$ cat config.mk
export PLATFORM = sky130hd
export DESIGN_NAME = halt_trim_seq
export DESIGN_NICKNAME = d
export VERILOG_FILES = /design/src/hw/halt_pkg.sv /design/src/hw/trim_div.sv /design/src/hw/halt_trim_seq.sv
export SDC_FILE = /design/constraint.sdc
export NUM_CORES = 2
export LEC_CHECK = 0
export ABC_AREA = 1
export ABC_CLOCK_PERIOD_IN_PS = 78700
export CORE_AREA = 2 2 362 364
export DETAILED_ROUTE_END_ITERATION = 10
export DIE_AREA = 0 0 364 366
export DONT_BUFFER_PORTS = 1
export PLACE_DENSITY = 0.84
export SLEW_MARGIN = 10
export SYNTH_ARGS = -nofsm -noshare
export SYNTH_HDL_FRONTEND = slang
export SYNTH_SLANG_ARGS = --single-unit
$ cat constraint.sdc
create_clock -name clock -period 78.7 [get_ports clock]
set_input_delay 15.74 -clock clock [delete_from_list [all_inputs] [get_ports clock]]
set_output_delay 15.74 -clock clock [all_outputs]
set_load 0.05 [all_outputs]
$ cat src/hw/halt_pkg.sv
// shared constants and types for the halt sequencer and trim correction
package halt_pkg;
    // -------------------------------------------------------------------
    // clock and timing
    // -------------------------------------------------------------------
    localparam int unsigned CLK_HZ         = 125_000_000;
    localparam int unsigned HALT_TIMEOUT_S = 5;
    localparam int unsigned HALT_CYC       = CLK_HZ * HALT_TIMEOUT_S;

    // -------------------------------------------------------------------
    // widths
    // -------------------------------------------------------------------
    localparam int LEN_W = 24;
    localparam int PCT_W = 24;
    localparam int AGE_W = 8;
    localparam int TMR_W = 30;

    // -------------------------------------------------------------------
    // reset values
    // -------------------------------------------------------------------
    // 100.000 percent, three decimal places
    localparam logic [PCT_W-1:0] SCALE_UNITY = 24'h0186A0;

    // -------------------------------------------------------------------
    // types
    // -------------------------------------------------------------------
    typedef enum logic [1:0] {ST_IDLE, ST_RUN, ST_PRESS, ST_DECEL} seq_state_t;
endpackage

$ cat src/hw/trim_div.sv
// serial restoring divider for the correction factor
`timescale 1ns/1ps
module trim_div #(
    parameter int W = 48
) (
    // clock and reset
    input  wire logic         clock,
    input  wire logic         rst_n,
    // request
    input  wire logic         start,
    input  wire logic [W-1:0] num,
    input  wire logic [W-1:0] den,
    // answer
    output logic              busy,
    output logic              done,
    output logic [W-1:0]      quo
);
    import halt_pkg::*;

    logic [W:0]           rem_reg, rem_next;
    logic [W-1:0]         quo_reg, quo_next;
    logic [W-1:0]         den_reg, den_next;
    logic [W-1:0]         num_reg, num_next;
    logic [$clog2(W):0]   cnt_reg, cnt_next;
    logic                 busy_reg, busy_next;
    logic                 done_reg, done_next;
    logic [W:0]           trial;

    // -------------------------------------------------------------------
    // one quotient bit per cycle
    // -------------------------------------------------------------------
    always_comb
    begin
        rem_next  = rem_reg;
        quo_next  = quo_reg;
        den_next  = den_reg;
        num_next  = num_reg;
        cnt_next  = cnt_reg;
        busy_next = busy_reg;
        done_next = 1'b0;
        trial     = {rem_reg[W-1:0], quo_reg[W-1]};
        if (busy_reg)
        begin
            quo_next = {quo_reg[W-2:0], 1'b0};
            if (trial >= {1'b0, den_reg})
            begin
                rem_next    = trial - {1'b0, den_reg};
                quo_next[0] = 1'b1;
            end
            else
                rem_next = trial;
            cnt_next = cnt_reg - 1'b1;
            if (cnt_reg == 1)
            begin
                busy_next = 1'b0;
                done_next = 1'b1;
            end
        end
        else if (start)
        begin
            rem_next  = '0;
            quo_next  = num;
            den_next  = den;
            num_next  = num;
            cnt_next  = ($clog2(W)+1)'(W);
            busy_next = 1'b1;
        end
    end

    always_ff @(posedge clock or negedge rst_n)
    begin
        if (!rst_n)
        begin
            rem_reg  <= '0;
            quo_reg  <= '0;
            den_reg  <= '0;
            num_reg  <= '0;
            cnt_reg  <= '0;
            busy_reg <= 1'b0;
            done_reg <= 1'b0;
        end
        else
        begin
            rem_reg  <= rem_next;
            quo_reg  <= quo_next;
            den_reg  <= den_next;
            num_reg  <= num_next;
            cnt_reg  <= cnt_next;
            busy_reg <= busy_next;
            done_reg <= done_next;
        end
    end

    assign busy = busy_reg;
    assign done = done_reg;
    assign quo  = quo_reg;
endmodule // trim_div

$ cat src/hw/halt_trim_seq.sv
// halt sequencer, done-job aging and trim length correction
`timescale 1ns/1ps
module halt_trim_seq
    import halt_pkg::*;
#(
    parameter int unsigned HALT_CYCLES = HALT_CYC,
    parameter int          JOBS        = 16
) (
    // clock and reset
    input  wire logic                       clock,
    input  wire logic                       rst_n,
    // machine
    input  wire logic                       run_contact,
    input  wire logic                       press_busy,
    input  wire logic                       material_moving,
    input  wire logic [halt_pkg::LEN_W-1:0] pos_count,
    input  wire logic [halt_pkg::LEN_W-1:0] target_len,
    output logic                            move_out,
    output logic                            fast_feed,
    output logic                            run_mode,
    output logic                            cut_fire,
    output logic [halt_pkg::LEN_W-1:0]      target_counts,
    // job aging
    input  wire logic                       day_tick,
    input  wire logic                       mem_test_start,
    input  wire logic                       job_done_set,
    input  wire logic [$clog2(JOBS)-1:0]    job_idx,
    input  wire logic [halt_pkg::AGE_W-1:0] auto_delete_days,
    output logic [JOBS-1:0]                 job_done,
    output logic                            sweep_busy,
    // trim correction
    input  wire logic                       part_done,
    input  wire logic [halt_pkg::LEN_W-1:0] part_len,
    input  wire logic                       ref_len_wr,
    input  wire logic [halt_pkg::LEN_W-1:0] ref_len_in,
    input  wire logic                       calc_start,
    input  wire logic [halt_pkg::LEN_W-1:0] meas_len,
    input  wire logic                       accept,
    input  wire logic                       reject,
    output logic [halt_pkg::LEN_W-1:0]      ref_len,
    output logic [halt_pkg::PCT_W-1:0]      scale_pct,
    output logic [halt_pkg::PCT_W-1:0]      scale_pct_new,
    output logic                            offer_valid
);
    import halt_pkg::*;
    localparam int DW = LEN_W + PCT_W;
    localparam int IW = $clog2(JOBS);

    // -------------------------------------------------------------------
    // halt sequence
    // -------------------------------------------------------------------
    seq_state_t         state_reg, state_next;
    logic [TMR_W-1:0]   tmr_reg, tmr_next;
    logic               move_reg, move_next;
    logic               runm_reg, runm_next;
    logic               cut_reg, cut_next;
    logic               armed_reg, armed_next;
    logic [LEN_W-1:0]   tgt_reg, tgt_next;
    logic [DW-1:0]      tgt_prod;

    always_comb
    begin
        state_next = state_reg;
        tmr_next   = tmr_reg;
        unique case (state_reg)
            ST_IDLE:
                if (run_contact)
                    state_next = ST_RUN;
            ST_RUN:
                if (!run_contact)
                begin
                    if (press_busy)
                        state_next = ST_PRESS;
                    else
                    begin
                        state_next = ST_DECEL;
                        tmr_next   = TMR_W'(HALT_CYCLES - 1);
                    end
                end
            ST_PRESS:
                if (!press_busy)
                begin
                    state_next = ST_DECEL;
                    tmr_next   = TMR_W'(HALT_CYCLES - 1);
                end
            ST_DECEL:
                if (!material_moving || tmr_reg == '0)
                    state_next = ST_IDLE;
                else
                    tmr_next = tmr_reg - 1'b1;
        endcase
        move_next = (state_next == ST_RUN) || (state_next == ST_PRESS);
        runm_next = (state_next != ST_IDLE);
        // cut stays live through decel
        cut_next = runm_reg && armed_reg && !press_busy && tgt_reg != '0
                   && pos_count >= tgt_reg;
        if (cut_next)
            armed_next = 1'b0;
        else if (pos_count < tgt_reg)
            armed_next = 1'b1;
        else
            armed_next = armed_reg;
        // factor scales the target in wheel counts
        tgt_prod = target_len * scale_pct;
        tgt_next = LEN_W'(tgt_prod / DW'(SCALE_UNITY));
    end

    always_ff @(posedge clock or negedge rst_n)
    begin
        if (!rst_n)
        begin
            state_reg <= ST_IDLE;
            tmr_reg   <= '0;
            move_reg  <= 1'b0;
            runm_reg  <= 1'b0;
            cut_reg   <= 1'b0;
            armed_reg <= 1'b1;
            tgt_reg   <= '0;
        end
        else
        begin
            state_reg <= state_next;
            tmr_reg   <= tmr_next;
            move_reg  <= move_next;
            runm_reg  <= runm_next;
            cut_reg   <= cut_next;
            armed_reg <= armed_next;
            tgt_reg   <= tgt_next;
        end
    end

    assign move_out      = move_reg;
    assign fast_feed     = move_reg;
    assign run_mode      = runm_reg;
    assign cut_fire      = cut_reg;
    assign target_counts = tgt_reg;

    // -------------------------------------------------------------------
    // done-job aging and erase sweep
    // -------------------------------------------------------------------
    logic [JOBS-1:0]    done_reg, done_next;
    logic [AGE_W-1:0]   age_reg [JOBS];
    logic [AGE_W-1:0]   age_next [JOBS];
    logic               sweep_reg, sweep_next;
    logic [IW-1:0]      sidx_reg, sidx_next;

    always_comb
    begin
        done_next  = done_reg;
        age_next   = age_reg;
        sweep_next = sweep_reg;
        sidx_next  = sidx_reg;
        if (day_tick)
            for (int i = 0; i < JOBS; i++)
                if (done_reg[i] && age_reg[i] != '1)
                    age_next[i] = age_reg[i] + 1'b1;
        if (sweep_reg)
        begin
            if (done_reg[sidx_reg] && age_reg[sidx_reg] >= auto_delete_days)
                done_next[sidx_reg] = 1'b0;
            sidx_next = sidx_reg + 1'b1;
            if (sidx_reg == IW'(JOBS - 1))
                sweep_next = 1'b0;
        end
        else if (mem_test_start)
        begin
            sweep_next = 1'b1;
            sidx_next  = '0;
        end
        // a fresh completion beats the erase
        if (job_done_set)
        begin
            done_next[job_idx] = 1'b1;
            age_next[job_idx]  = '0;
        end
    end

    always_ff @(posedge clock or negedge rst_n)
    begin
        if (!rst_n)
        begin
            done_reg  <= '0;
            for (int i = 0; i < JOBS; i++)
                age_reg[i] <= '0;
            sweep_reg <= 1'b1; // power-up test sweep
            sidx_reg  <= '0;
        end
        else
        begin
            done_reg  <= done_next;
            age_reg   <= age_next;
            sweep_reg <= sweep_next;
            sidx_reg  <= sidx_next;
        end
    end

    assign job_done   = done_reg;
    assign sweep_busy = sweep_reg;

    // -------------------------------------------------------------------
    // trim correction
    // -------------------------------------------------------------------
    logic [LEN_W-1:0]   ref_reg, ref_next;
    logic [PCT_W-1:0]   scale_reg, scale_next;
    logic [PCT_W-1:0]   prop_reg, prop_next;
    logic               offer_reg, offer_next;
    logic               div_start;
    logic               div_busy;
    logic               div_done;
    logic [DW-1:0]      div_num;
    logic [DW-1:0]      div_quo;

    always_comb
    begin
        ref_next   = ref_reg;
        scale_next = scale_reg;
        prop_next  = prop_reg;
        offer_next = offer_reg;
        div_start  = calc_start && !div_busy && meas_len != '0;
        // half the divisor added rounds to 0.001 percent
        div_num = ref_reg * scale_reg + DW'(meas_len >> 1);
        if (ref_len_wr)
            ref_next = ref_len_in;
        else if (part_done)
            ref_next = part_len;
        if (div_done)
        begin
            prop_next  = (div_quo[DW-1:PCT_W] != '0) ? '1
                                                     : div_quo[PCT_W-1:0];
            offer_next = 1'b1;
        end
        else if (offer_reg && accept)
        begin
            scale_next = prop_reg;
            offer_next = 1'b0;
        end
        else if (offer_reg && reject)
            offer_next = 1'b0;
    end

    always_ff @(posedge clock or negedge rst_n)
    begin
        if (!rst_n)
        begin
            ref_reg   <= '0;
            scale_reg <= SCALE_UNITY;
            prop_reg  <= SCALE_UNITY;
            offer_reg <= 1'b0;
        end
        else
        begin
            ref_reg   <= ref_next;
            scale_reg <= scale_next;
            prop_reg  <= prop_next;
            offer_reg <= offer_next;
        end
    end

    trim_div #(.W(DW)) u_div (
        .clock (clock),
        .rst_n (rst_n),
        .start (div_start),
        .num   (div_num),
        .den   (DW'(meas_len)),
        .busy  (div_busy),
        .done  (div_done),
        .quo   (div_quo)
    );

    assign ref_len       = ref_reg;
    assign scale_pct     = scale_reg;
    assign scale_pct_new = prop_reg;
    assign offer_valid   = offer_reg;
endmodule // halt_trim_seq

==> qor.yml <==
sta:
  final.setup_skew_ns: 0.03601
  worstMarginPinSlew_ns: 1.163
  drv_slew: 0
  fin_crit_sh: 0.6363
  hold_viol: 0
  rsz0062_at_grt: "no"
  setup_viol: 0
  layout_min_cycle_time_ns: 50.08
  relSlewSlack: 0.2246
  finalSetupTns_ns: 0
  fmax_mhz: 19.97
floorplan:
  start_util: 0.5988
  die_area_um2: 133200
  core-area_um2: 129000
  die_h_um: 366
  fp.dieW_um: 364
  core.rowCount: 132
  io_pins: 263
cells_and_area:
  multiInputGateArea_um2: 55740
  drive_gt1_frac: 0.1129
  fillers: 11011
  area_delta_synth_final_pct: 3.587
  layout_common_cells: "nand2_1, inv_1, fa_1"
  final_net_count: 11839
  final_core_util: 0.6203
  register_area_um2: 10330
  layout.cells.most_common: "nand2_1"
  layoutNonFillerInstCount: 12055
  largest_reg_flops: 128
  design_area_um2: 80010
clock_tree:
  clk_latency_ns: 0.67
  htreeDepth: 2
  cts_buffer_depth: 3
  cts_sinks: 411
  postCtsHoldBufs: 0
  cts_buffers: 53
  cts_root_buffer: "clkbuf_16"
  clkTransAtPathRegs_ns: 0.06
  cts_setup_buffers: 0
  ctsResizeCount: 0
  cts_tree: "done"
worst_setup_path:
  reg2regPathDepth: 229
  rrSetupSlack_ns: 41.90
  regToRegStartpoint: "scale_pct[9]"
  reg2reg_to: "target_counts[0]"
  path_max_fanout: 24
  required_ns: 79.29
  worst_path_max_delay_cell: "fa_1"
  cp_slowest_stage_delay_ns: 0.58
  arrival_ns: 50.67
  cpMostUsedCell: "nand2_4"
  cp-end-kind: "register"
  critical_path_class: "in -> reg"
  worstSetupStartpointType: "input port"
logic_synthesis:
  synth_edf_count: 0
  ys_seq_area_frac: 0.1334
  netlist_instances: 10510
  syn-num-nets: 12080
  ys.warnings.count: 0
  synthFlopType: "dfrtp_1"
  ys_types: 94
  yosys_register_bits: 411
  ys_async_sr_fraction: 1.000
  postSynthAreaPerCell_um2: 7.349
  netlist_area_um2: 77240
placement:
  io_buffers: 0
  post-place-cells: 11956
  globalplace.congestion: 0.9654
  dp.final_hpwl_um: 165400
  place_area_um2: 78200
detailed_routing:
  first_pass_iters: 7
  vias: 67996
  drc: 0
  drt-initial-drc-count: 6523
  avgViaCountPerCell: 5.640
  wl_per_cell_um: 17.86
  ant_nets: 0
  wirelength_um: 215300
min_path:
  holdPathStages: 1
  hp-class: "reg -> reg"
  hold_end: "u_div.cnt_reg[5]"
  hp-start: "u_div.cnt_reg[5]"
grt:
  first_global_vias: 70181
  grt_max_degree: 412
  overflow: 0
  grt_use_total: 0.3278
  grt_pass1_wl_um: 354300
  antenna_found_initial: 5
outcome:
  outcome: "finished, final reports clean"
job:
  cap_violations: 0
layer usage:
layer,up-vias,GRT usage,share of wire
li1,31285,-,-
met1,32613,0.4125,0.38
met2,3295,0.5358,0.46
met3,797,0.07342,0.10
met4,6,0.1520,0.052
met5,-,0,0.00017
worst max-delay path: cells and delay by family:
kind            cells  cell delay, ns
compound gates     12            3.04
fa+ha+maj           8            4.02
xor+xnor            2            0.43
buf+inv            16            1.26
simple gates      192           26.00
layout make-up:
cell class / instances / share of cell area
Multi-Input combinational cell: 7272 / 0.6968
Sequential cell: 411 / 0.1291
Inverter: 2462 / 0.1179
Tap cell: 1742 / 0.02724
Clock buffer: 77 / 0.01933
Timing Repair Buffer: 69 / 0.006475
Clock inverter: 21 / 0.003190
Antenna cell: 1 / 0.00003128
Yosys cell counts, drive strengths merged, types with 58 or more instances:
| library cell | number | area [µm²] |
|---|---|---|
| nand2 | 3099 | 14350 |
| inv | 2420 | 9131 |
| fa | 986 | 19740 |
| nor2 | 596 | 2721 |
| nand3 | 569 | 3383 |
| o21ai | 467 | 2529 |
| ha | 439 | 5493 |
| dfrtp | 397 | 9935 |
| a21oi | 385 | 2081 |
| clkbuf | 306 | 1149 |
| xor2 | 136 | 1240 |
| nand4 | 110 | 700.7 |
| nor3 | 105 | 525.5 |
| o211ai | 64 | 480.5 |
| buf | 58 | 599.3 |
per-stage QoR:
step	hold WS, ns	setup slack [ns]
4_1_cts	0.4860	29.04
3_5_place_dp	0.4790	28.35
6_report	0.4822	28.62
5_1_grt	0.5103	25.33
3_3_place_gp	0.4587	29.48
2_1_floorplan	0.4456	34.59
cell families after synthesis:
group,share of synthesized area
xor gates and xnor gates,0.02116
and+or+nand+nor,0.2899
AOI/OAI and AO/OA,0.08362
buffers and inverters,0.1450
muxes,0.0002916
adders and majority gates,0.3267
DFF,0.1334
how the worst max path moves through the flow:
stage                               from                to  slack, ns
final                     target_len[19]  target_counts[0]      28.62
after global routing      target_len[13]  target_counts[0]      25.33
after CTS                 target_len[14]  target_counts[0]      29.04
after detailed placement  target_len[14]  target_counts[0]      28.35
after global placement     target_len[6]  target_counts[0]      29.48
after floorplan           target_len[18]  target_counts[0]      34.59
Power is not shown: default switching activity piles up to over one toggle a cycle in this logic, so the estimate is an artifact.
